$ cat config.mk
export PLATFORM = sky130hd
export DESIGN_NAME = fieldbus_temp_node
export DESIGN_NICKNAME = d
export VERILOG_FILES = /design/src/fieldbus_temp_pkg.sv /design/src/fieldbus_temp_node.sv
export SDC_FILE = /design/constraint.sdc
export NUM_CORES = 1
export LEC_CHECK = 0
export BUFFER_PORTS_ARGS = -buffer_cell sky130_fd_sc_hd__buf_2
export CAP_MARGIN = 20
export CORE_MARGIN = 8
export CORE_UTILIZATION = 30
export CTS_CLUSTER_DIAMETER = 50
export DETAILED_ROUTE_END_ITERATION = 10
export GPL_TIMING_DRIVEN = 0
export PLACE_DENSITY = 0.5
export SYNTH_ARGS = -nofsm -noshare
export SYNTH_HDL_FRONTEND = slang
export SYNTH_SLANG_ARGS = --single-unit
$ cat constraint.sdc
create_clock -name clk -period 5.7 [get_ports clk]
set_input_delay 0.57 -clock clk [delete_from_list [all_inputs] [get_ports clk]]
set_output_delay 0.57 -clock clk [all_outputs]
set_load 0.005 [all_outputs]
$ cat src/fieldbus_temp_pkg.sv
/*
  Shared types and constants of the field-bus temperature node protocol logic.
  Assumes a line framer outside that delivers checked telegrams and sends replies.
*/
`default_nettype none
package fieldbus_temp_pkg;

  // Register numbers
  localparam logic [7:0] REG_TEMP_FIRST = 8'h01;
  localparam logic [7:0] REG_TEMP_LAST  = 8'h04;
  localparam logic [7:0] REG_BAUD       = 8'h05;
  localparam logic [7:0] REG_ADDR       = 8'h06;
  localparam logic [7:0] REG_STATUS     = 8'h0A;

  localparam logic [7:0] BROADCAST_ADDR = 8'hFF;
  localparam logic [3:0] CRC_ERR_LIMIT  = 4'hB;
  localparam logic [7:0] ADDR_DECADE    = 8'h0A;

  // Baud codes
  localparam logic [3:0] BAUD_CODE_MIN     = 4'h4;
  localparam logic [3:0] BAUD_CODE_MAX     = 4'h9;
  localparam logic [3:0] BAUD_CODE_DEFAULT = 4'h7;
  localparam logic [3:0] BAUD_CODE_FAST    = 4'h8;
  localparam logic [3:0] BAUD_CODE_4800    = 4'h6;
  localparam logic [31:0] BAUD_1200  = 32'h0000_04B0;
  localparam logic [31:0] BAUD_2400  = 32'h0000_0960;
  localparam logic [31:0] BAUD_4800  = 32'h0000_12C0;
  localparam logic [31:0] BAUD_9600  = 32'h0000_2580;
  localparam logic [31:0] BAUD_19200 = 32'h0000_4B00;
  localparam logic [31:0] BAUD_38400 = 32'h0000_9600;

  // Status word bit positions
  localparam int ST_RECOGNISED = 0;
  localparam int ST_BROADCAST  = 1;
  localparam int ST_MASTER     = 2;
  localparam int ST_CRC_OK     = 3;
  localparam int ST_RUNNING    = 5;
  localparam int ST_EE_BUS_OK  = 8;
  localparam int ST_EE_DATA_OK = 9;
  localparam int ST_BAUD_EE    = 10;

  // Temperature conversion: tenths = raw * 750 / 255 - 350
  localparam logic [17:0] TEMP_SCALE  = 18'h2F0EE;
  localparam logic [25:0] TEMP_ROUND  = 26'h0008000;
  localparam int          TEMP_SHIFT  = 16;
  localparam logic [15:0] TEMP_OFFSET = 16'h015E;
  localparam logic [15:0] TEMP_OPEN   = 16'h019A;

  typedef enum logic [1:0] {
    CMD_READ_REG  = 2'h0,
    CMD_WRITE_REG = 2'h1,
    CMD_WRITE_OUT = 2'h2,
    CMD_OTHER     = 2'h3
  } cmd_t;

  typedef enum logic [1:0] {
    RSP_ACK  = 2'h0,
    RSP_NAK  = 2'h1,
    RSP_DATA = 2'h2
  } rsp_kind_t;

  typedef struct packed {
    cmd_t        cmd;
    logic [7:0]  station;
    logic [7:0]  reg_num;
    logic [31:0] wdata;
    logic        crc_ok;
    logic        from_master;
  } telegram_t;

  typedef struct packed {
    rsp_kind_t   kind;
    logic [31:0] data;
  } reply_t;

endpackage
`default_nettype wire

$ cat src/fieldbus_temp_node.sv
/*
  Protocol logic of a four-input temperature field-bus node: telegram decode,
  register reads, baud setting, broadcast, CRC error counting and status word.
  Assumes an external framer/UART, A/D converter and EEPROM controller.
*/
`timescale 1ns/1ps
`default_nettype none
module fieldbus_temp_node
  import fieldbus_temp_pkg::*;
(
  // Clock and reset
  input  wire logic                         clk,
  input  wire logic                         nrst,
  // Telegrams from the framer
  input  wire fieldbus_temp_pkg::telegram_t tlg,
  input  wire logic                         tlg_valid,
  output logic                              tlg_ready,
  // Replies to the framer
  output fieldbus_temp_pkg::reply_t         rsp,
  output logic                              rsp_valid,
  input  wire logic                         rsp_ready,
  // A/D samples and sensor presence
  input  wire logic [31:0]                  adc_raw,
  input  wire logic [3:0]                   sensor_present,
  // Address switches, BCD
  input  wire logic [3:0]                   addr_units,
  input  wire logic [3:0]                   addr_tens,
  // EEPROM controller
  input  wire logic                         ee_ready,
  input  wire logic                         ee_bus_ok,
  input  wire logic                         ee_data_ok,
  input  wire logic [3:0]                   ee_baud_code,
  output logic                              ee_write,
  output logic [3:0]                        ee_write_code,
  // Line control
  output logic [3:0]                        baud_code,
  output logic                              autobaud_en,
  output logic [3:0]                        autobaud_min_code
);
  import fieldbus_temp_pkg::*;

  typedef enum logic [2:0] {
    S_LOAD  = 3'h1,
    S_IDLE  = 3'h2,
    S_REPLY = 3'h4
  } state_t;

  state_t      state_r;
  state_t      state_nxt;
  reply_t      rsp_r;
  logic [3:0]  baud_r;
  logic        baud_ee_r;
  logic [3:0]  crc_err_r;
  logic [3:0]  st_flags_r;
  logic        running_r;
  logic        ee_write_r;
  logic [3:0]  ee_code_r;

  // Per-input conversion
  logic [15:0] temp_val [4];

  genvar gi;
  generate
    for (gi = 0; gi < 4; gi++) begin : g_conv
      wire logic [7:0]  raw    = adc_raw[gi*8 +: 8];
      wire logic [25:0] prod   = (26'(raw) * 26'(TEMP_SCALE)) + TEMP_ROUND;
      wire logic [15:0] tenths = 16'(prod >> TEMP_SHIFT);
      assign temp_val[gi] = sensor_present[gi] ? (tenths - TEMP_OFFSET) : TEMP_OPEN;
    end
  endgenerate

  // Station address from switches
  wire logic [7:0] own_addr = 8'(addr_tens * ADDR_DECADE) + {4'h0, addr_units};

  // Telegram decode
  wire logic take       = (state_r == S_IDLE) && tlg_valid;
  wire logic is_bcast   = (tlg.station == BROADCAST_ADDR)
                       && (tlg.cmd == CMD_WRITE_REG || tlg.cmd == CMD_WRITE_OUT);
  wire logic is_own     = (tlg.station == own_addr);
  wire logic recognised = tlg.crc_ok && (is_own || is_bcast);
  wire logic do_reply   = recognised && !is_bcast;
  wire logic reg_is_temp = (tlg.reg_num >= REG_TEMP_FIRST) && (tlg.reg_num <= REG_TEMP_LAST);
  wire logic [1:0] temp_idx = 2'(tlg.reg_num - REG_TEMP_FIRST);
  wire logic [3:0] wcode    = tlg.wdata[3:0];
  wire logic code_ok = (tlg.wdata[31:4] == 28'h0) && (wcode >= BAUD_CODE_MIN) && (wcode <= BAUD_CODE_MAX);
  wire logic baud_wr = take && recognised && tlg.cmd == CMD_WRITE_REG
                    && tlg.reg_num == REG_BAUD && code_ok;

  // Baud code to plain rate
  logic [31:0] baud_plain;
  always_comb begin
    case (baud_r)
      4'h4:    baud_plain = BAUD_1200;
      4'h5:    baud_plain = BAUD_2400;
      4'h6:    baud_plain = BAUD_4800;
      4'h8:    baud_plain = BAUD_19200;
      4'h9:    baud_plain = BAUD_38400;
      default: baud_plain = BAUD_9600;
    endcase
  end

  // Status word
  logic [31:0] status_word;
  always_comb begin
    status_word                = 32'h0;
    status_word[ST_RECOGNISED] = st_flags_r[0];
    status_word[ST_BROADCAST]  = st_flags_r[1];
    status_word[ST_MASTER]     = st_flags_r[2];
    status_word[ST_CRC_OK]     = st_flags_r[3];
    status_word[ST_RUNNING]    = running_r;
    status_word[ST_EE_BUS_OK]  = ee_bus_ok;
    status_word[ST_EE_DATA_OK] = ee_data_ok;
    status_word[ST_BAUD_EE]    = baud_ee_r;
  end

  // Reply selection
  reply_t rsp_nxt;
  always_comb begin
    rsp_nxt = '{kind: RSP_NAK, data: 32'h0};
    case (tlg.cmd)
      CMD_READ_REG: begin
        if (reg_is_temp) begin
          rsp_nxt = '{kind: RSP_DATA, data: {{16{temp_val[temp_idx][15]}}, temp_val[temp_idx]}};
        end else if (tlg.reg_num == REG_BAUD) begin
          rsp_nxt = '{kind: RSP_DATA, data: baud_plain};
        end else if (tlg.reg_num == REG_ADDR) begin
          rsp_nxt = '{kind: RSP_DATA, data: {24'h0, own_addr}};
        end else if (tlg.reg_num == REG_STATUS) begin
          rsp_nxt = '{kind: RSP_DATA, data: status_word};
        end
      end
      CMD_WRITE_REG: begin
        if (tlg.reg_num == REG_BAUD && code_ok) begin
          rsp_nxt = '{kind: RSP_ACK, data: 32'h0};
        end
      end
      default: rsp_nxt = '{kind: RSP_NAK, data: 32'h0};
    endcase
  end

  // Sequencer
  always_comb begin
    state_nxt = state_r;
    case (state_r)
      S_LOAD: begin
        if (ee_ready) begin
          state_nxt = S_IDLE;
        end
      end
      S_IDLE: begin
        if (take && do_reply) begin
          state_nxt = S_REPLY;
        end
      end
      S_REPLY: begin
        if (rsp_ready) begin
          state_nxt = S_IDLE;
        end
      end
      default: state_nxt = S_LOAD;
    endcase
  end

  always_ff @(posedge clk or negedge nrst) begin
    if (!nrst) begin
      state_r <= S_LOAD;
      rsp_r   <= '{kind: RSP_NAK, data: 32'h0};
    end else begin
      state_r <= state_nxt;
      if (take && do_reply) begin
        rsp_r <= rsp_nxt;
      end
    end
  end

  // Baud rate, restored once from EEPROM
  wire logic ee_code_ok = ee_data_ok && (ee_baud_code >= BAUD_CODE_MIN) && (ee_baud_code <= BAUD_CODE_MAX);
  wire logic ee_load    = (state_r == S_LOAD) && ee_ready && ee_code_ok;
  always_ff @(posedge clk or negedge nrst) begin
    if (!nrst) begin
      baud_r    <= BAUD_CODE_DEFAULT;
      baud_ee_r <= 1'b0;
    end else if (ee_load) begin
      baud_r    <= ee_baud_code;
      baud_ee_r <= 1'b1;
    end else if (baud_wr) begin
      baud_r    <= wcode;
      baud_ee_r <= 1'b0;
    end
  end

  // Persist new baud code
  always_ff @(posedge clk or negedge nrst) begin
    if (!nrst) begin
      ee_write_r <= 1'b0;
      ee_code_r  <= BAUD_CODE_DEFAULT;
    end else begin
      ee_write_r <= baud_wr;
      if (baud_wr) begin
        ee_code_r <= wcode;
      end
    end
  end

  // Consecutive master CRC errors
  wire logic crc_bad_m = take && tlg.from_master && !tlg.crc_ok;
  wire logic crc_good  = take && tlg.crc_ok;
  always_ff @(posedge clk or negedge nrst) begin
    if (!nrst) begin
      crc_err_r <= 4'h0;
    end else if (crc_good) begin
      crc_err_r <= 4'h0;
    end else if (crc_bad_m && crc_err_r != CRC_ERR_LIMIT) begin
      crc_err_r <= crc_err_r + 4'h1;
    end
  end

  // Last-transmission flags and running bit
  wire logic status_read = take && do_reply && tlg.cmd == CMD_READ_REG && tlg.reg_num == REG_STATUS;
  always_ff @(posedge clk or negedge nrst) begin
    if (!nrst) begin
      st_flags_r <= 4'h0;
      running_r  <= 1'b0;
    end else begin
      if (take) begin
        st_flags_r <= {tlg.crc_ok, tlg.from_master, tlg.station == BROADCAST_ADDR, recognised};
      end
      if (status_read) begin
        running_r <= 1'b1;
      end
    end
  end

  // Outputs
  assign tlg_ready         = (state_r == S_IDLE);
  assign rsp_valid         = (state_r == S_REPLY);
  assign rsp               = rsp_r;
  assign ee_write          = ee_write_r;
  assign ee_write_code     = ee_code_r;
  assign baud_code         = baud_r;
  assign autobaud_en       = (crc_err_r == CRC_ERR_LIMIT);
  assign autobaud_min_code = (baud_r >= BAUD_CODE_FAST) ? BAUD_CODE_4800 : BAUD_CODE_MIN;
endmodule
`default_nettype wire

Word level (Yosys, flattened, before mapping)
Cells that the tools add are included.
{"block": "word_totals", "wordCells": 112, "inputBits": 107, "ff_bits": 56, "output_inout_bits": 50}
{"block": "classes", "n_eq_ne": 20, "n_mul": 5, "mux": 25, "bitwise": 1, "order_cmp": 8, "n_addsub": 11, "n_reduce_logical": 32}
{"operator": "two-way mux 34 bit", "count": 4}
{"operator": "adder 26 x 16 -> 26 bit (second input constant)", "count": 4}
{"operator": "multiplier 8 x 17 -> 25 bit (second input constant)", "count": 4}
{"operator": "two-way mux 16 bit", "count": 6}
{"operator": "case mux 16 bit (5 select lines)", "count": 1}
{"operator": "case mux 34 bit (2 select lines)", "count": 1}
{"operator": "subtractor 10 x 9 -> 11 bit (second input constant)", "count": 4}
{"operator": "two-way mux 33 bit", "count": 1}
{"operator": "binary-select mux 16 bit (select 2 bit)", "count": 1}
{"operator": "zero test 28 bit", "count": 1}
{"operator": "logical AND 1 bit", "count": 23}
{"operator": "== test 8 x 3 -> 1 bit (second input constant)", "count": 2}
{"operator": "two-way mux 4 bit", "count": 4}
{"operator": "== test 4 x 3 -> 1 bit (second input constant)", "count": 3}
{"operator": "== test 4 bit (second input constant)", "count": 3}
{"operator": "two-way mux 3 bit", "count": 3}
{"operator": "case mux 3 bit (3 select lines)", "count": 1}
{"operator": "adder 8 x 4 -> 8 bit", "count": 1}
{"operator": "== test 8 x 4 -> 1 bit (second input constant)", "count": 1}
{"operator": "== test 8 bit", "count": 1}
{"operator": "== test 8 bit (second input constant)", "count": 1}
{"operator": "greater-or-equal comparator 4 x 3 -> 1 bit (second input constant)", "count": 2}
{"operator": "greater-or-equal comparator 8 x 1 -> 1 bit (second input constant)", "count": 1}
{"operator": "less-or-equal comparator 4 bit (second input constant)", "count": 2}
{"operator": "other kinds (22)", "count": 27}

Logic depth before layout (Yosys ltp)
{"block": "depth", "ltp_word": 11, "ltp_mapped": 28, "ltp_nobuf": 26}

Worst setup path before layout
OpenSTA, ideal clock, no wires.
{"block": "synth_timing", "path_type": "input -> register", "startpoint": "input port adc_raw[21]", "endpoint": "register rsp_r (netlist bit rsp[7])", "stages": 26, "slack_ps": -905, "n_path_buf": 1, "t_arrival_ps": 6540, "required_time_ps": 5636, "setup_ps": 64, "path_cell_list": "inv_1 -> fa_1 -> fa_1 -> inv_1 -> fa_1 -> inv_1 -> fa_1 -> inv_1 -> ha_1 -> a21o_1 -> a21o_1 -> o211a_1 -> o31a_1 -> nor2_1 -> ha_1 -> clkbuf_1 -> inv_1 -> a41o_1 -> a221oi_1 -> xnor2_1 -> nor4_1 -> o41ai_1 -> xnor2_1 -> o221ai_1 -> a311oi_1 -> a21o_1"}
{"block": "synth_via", "elab_chain_cells": 9}
{"element": "start, declared", "line": "fieldbus_temp_node.sv:23", "rtl": "input wire logic [31:0] adc_raw,"}
{"element": "multiplier 8 x 17 -> 25 bit", "line": "fieldbus_temp_node.sv:66", "rtl": "wire logic [25:0] prod = (26'(raw) * 26'(TEMP_SCALE)) + TEMP_ROUND;"}
{"element": "adder 26 x 16 -> 26 bit", "line": "fieldbus_temp_node.sv:66"}
{"element": "subtractor 10 x 9 -> 11 bit", "line": "fieldbus_temp_node.sv:68", "rtl": "assign temp_val[gi] = sensor_present[gi] ? (tenths - TEMP_OFFSET) : TEMP_OPEN;"}
{"element": "two-way mux 16 bit", "line": "fieldbus_temp_node.sv:68"}
{"element": "binary-select mux 16 bit (select 2 bit)", "line": "fieldbus_temp_node.sv:123", "rtl": "rsp_nxt = '{kind: RSP_DATA, data: {{16{temp_val[temp_idx][15]}}, temp_val[temp_idx]}};"}
{"element": "two-way mux 16 bit (not written as such) (2 in a row)", "line": "fieldbus_temp_node.sv:123"}
{"element": "two-way mux 34 bit", "line": "fieldbus_temp_node.sv:122", "rtl": "if (reg_is_temp) begin"}
{"element": "case mux 34 bit (2 select lines)", "line": "fieldbus_temp_node.sv:120", "rtl": "case (tlg.cmd)"}
{"element": "end signal, assigned", "line": "fieldbus_temp_node.sv:167", "rtl": "rsp_r <= '{kind: RSP_NAK, data: 32'h0};"}
{"element": "end signal, assigned", "line": "fieldbus_temp_node.sv:171", "rtl": "rsp_r <= rsp_nxt;"}
{"element": "end, declared", "line": "fieldbus_temp_node.sv:50", "rtl": "reply_t rsp_r;"}
Every way passes these cells. The select of a mux whose other input is x is not followed.
A chain may end at the register's enable or synchronous reset.

Worst setup path in the final report
{"block": "layout_timing", "startpoint": "input port adc_raw[22]", "endpoint": "register rsp_r (netlist bit rsp[7])"}
The elaborated chain is that of the path after synthesis.

==> run metrics <==
status=finished with violations; failing checks=setup timing; grt met1 use=0.187; critical path type=in -> reg; hold-fix buffers at CTS=0; Critical Path Source Type=input pin; crit path DAT=6.51 ns; routed vias=13000; # DRC=0; skew final=0.00686 ns; core area=48600 µm²; leading cell type by number of instances after synthesis=inv_1; clk root buf=clkbuf_16; final core utilization=0.373; first-pass GRT wire length=67800 µm; worst path required time=5.93 ns; Critical Path End Type=flip-flop; Initial Util=0.302; Ys Warns=0; number of antenna violations at the first check in global routing=3; Synth top cells by count=324 x inv_1, 264 x ha_1, 135 x fa_1; Final Power=10.1 mW; Max Slew Vio Count=0; synthesis-to-finish area growth=23.8%; Area contributors post-synth=ha_1 23%, fa_1 18%, inv_1 8.3%; setup slack, reg-to-reg=2.58 ns; Distinct cells, synth=99; clock buffer depth=2; VDD IR max=0.000297 V; final hold viol count=0; fmax=159 MHz; DP Area=16500 µm²; final wirelength=41600 µm; pwr/cell area=556 nW/µm²; RSZ-0062 raised after global routing=yes; Synth Register Bits=41; H-tree levels=2; post-synth top area share=0.225; DIE HEIGHT=237 µm; CTS tree=built; met2 usage=0.262; sequential cell area fraction in the yosys report=0.0706; clk_lat worst skew=0.29 ns; CTS Buf Count=5; LEAKAGE=9.06 nW; Worst-path clk slew=0.07 ns; final setup margin=-0.571 ns; iteration-0 DRC count of the detailed router=611; Max-slew headroom=0.383; final hold slack=0.413 ns; Die W=237 µm; IO Port Bufs=153; met3 GRT Util=0.0103; gr ovfl total=0; drt via density=5.01; DP Wirelength=35500 µm; post-route ant nets=0; Max FO, Critical Path=4; largest area contributor in the netlist=ha_1; Async SR Flop Fraction=1.00; Layout Nets=2476; DR WL/cell=16.0 µm; layout cell share with drive strength beyond 1=0.248; Tot GR Track Use=0.143; final setup vio count=14; GR peak layer=met2; Mapped Cells=1731; largest net degree at the start of global routing=42; number of global-route vias before repair=13200; post-route minimum period=6.27 ns; FF-to-FF End=rsp[9]; IO Pins=157; gpl congestion=0.869; Post-Syn Area=14700 µm²; Post-synth EDFFs=0; min-delay worst type=in -> async; reg2reg path depth=10; Mapped Avg Cell Area=8.48 µm²; design area=18200 µm²; r2r startpoint=state_r[2]; CTS Sinks=41; top_reg_cell synth=dfrtp_1; die area=56200 µm²; # rows=81; maxcap violations=0; First-pass DRT Iterations=5; Tcrit/Tclk final=1.10; Worst-Margin Slew=0.925 ns
[cell families after synthesis]
family | after synthesis | share of synthesized area
and+or+nand+nor | 406 | 0.153
DFF | 41 | 0.0706
other | 2 | 0.000512
adders and majority gates | 400 | 0.410
muxes | 13 | 0.00972
AOI/OAI and AO/OA | 390 | 0.190
buffers and inverters | 373 | 0.101
xor gates and xnor gates | 106 | 0.0651
[area by class of cell]
cell class	instances	area, µm²
Antenna cell	2	5.00
Buffer	46	256
Clock buffer	5	125
Clock inverter	3	46.3
Fill cell	5017	30500
Inverter	324	1260
Multi-Input combinational cell	1318	13200
Sequential cell	41	1040
Tap cell	622	778
Timing Repair Buffer	234	1490
[timing repair]
action,CTS,global route
endpoints found under the setup margin,16,16
buffers inserted,43,38
resized for setup,101,112
pin swaps,73,77
[worst max-delay path by stage]
| stage | start | endpoint | depth (start not counted) |
|---|---|---|---|
| 2_1_floorplan | adc_raw[23] | rsp[7] | 26 |
| 3_3_place_gp | adc_raw[28] | rsp[30] | 23 |
| 3_5_place_dp | adc_raw[4] | rsp[30] | 23 |
| 4_1_cts | adc_raw[2] | rsp[15] | 24 |
| 5_1_grt | adc_raw[22] | rsp[7] | 28 |
| 6_report | adc_raw[22] | rsp[7] | 26 |
[cell usage in the layout, fill, tap and decap left out, drive strengths merged, types with 29 or more instances in the layout]
cell / Yosys / routed
nor3: 31 / 31
nand3: 29 / 29
ha: 264 / 264
dfrtp: 33 / 33
a21oi: 81 / 81
a21o: 32 / 32
nor2: 71 / 71
nand2: 96 / 96
xor2: 46 / 46
xnor2: 60 / 60
fa: 135 / 135
buf: 26 / 260
a31oi: 29 / 29
inv: 324 / 322
o21ai: 60 / 60
[per-stage QoR]
step           setup slack (ns)  instances  setup TNS (ns)
2_1_floorplan            -0.318       1732           -2.83
3_3_place_gp              -1.46       2507          -17.53
3_5_place_dp              -1.50       2507          -18.29
4_1_cts                  -0.622       2558           -6.37
5_1_grt                  -0.764       2594           -8.93
6_report                 -0.571       2595           -5.73
[critical path, stage by stage]
cell and delay (ns):
buf_12 0.09, clkinv_8 0.04, fa_2 0.48, fa_1 0.52
inv_2 0.04, fa_1 0.54, inv_2 0.05, fa_1 0.54
inv_2 0.06, ha_4 0.24, a21o_1 0.15, a21o_1 0.22
o211a_1 0.24, o31a_1 0.35, nor2_2 0.15, ha_4 0.17
inv_4 0.04, a41o_1 0.22, a221oi_4 0.30, xnor2_2 0.18
nor4_2 0.07, o41ai_2 0.42, xnor2_1 0.20, o221ai_1 0.16
a311oi_2 0.34, a21o_1 0.11
[registers in the layout (all words and copies together) (netlist names)]
name           flops
ee_write_code      4
baud_code          4
crc_err_r          4
rsp               19
st_flags_r         4
running_r          1
baud_ee_r          1
state_r            3
ee_write           1
[report_power, final]
group | switching [mW] | leakage [nW] | internal (mW) | total [mW]
clock | 0.128 | 0.0800 | 0.208 | 0.335
sequential | 0.0352 | 0.530 | 0.343 | 0.378
combinational | 5.24 | 8.45 | 4.14 | 9.38
total | 5.40 | 9.06 | 4.69 | 10.1
[metal layers]
layer	wire length [µm]	vias to the layer above	part of all wire
met5	11	-	0.00026
met4	502	2	0.012
met3	677	35	0.016
met2	21200	139	0.51
met1	19200	6315	0.46
li1	-	6518	-
(Power assumes the default switching activity.)
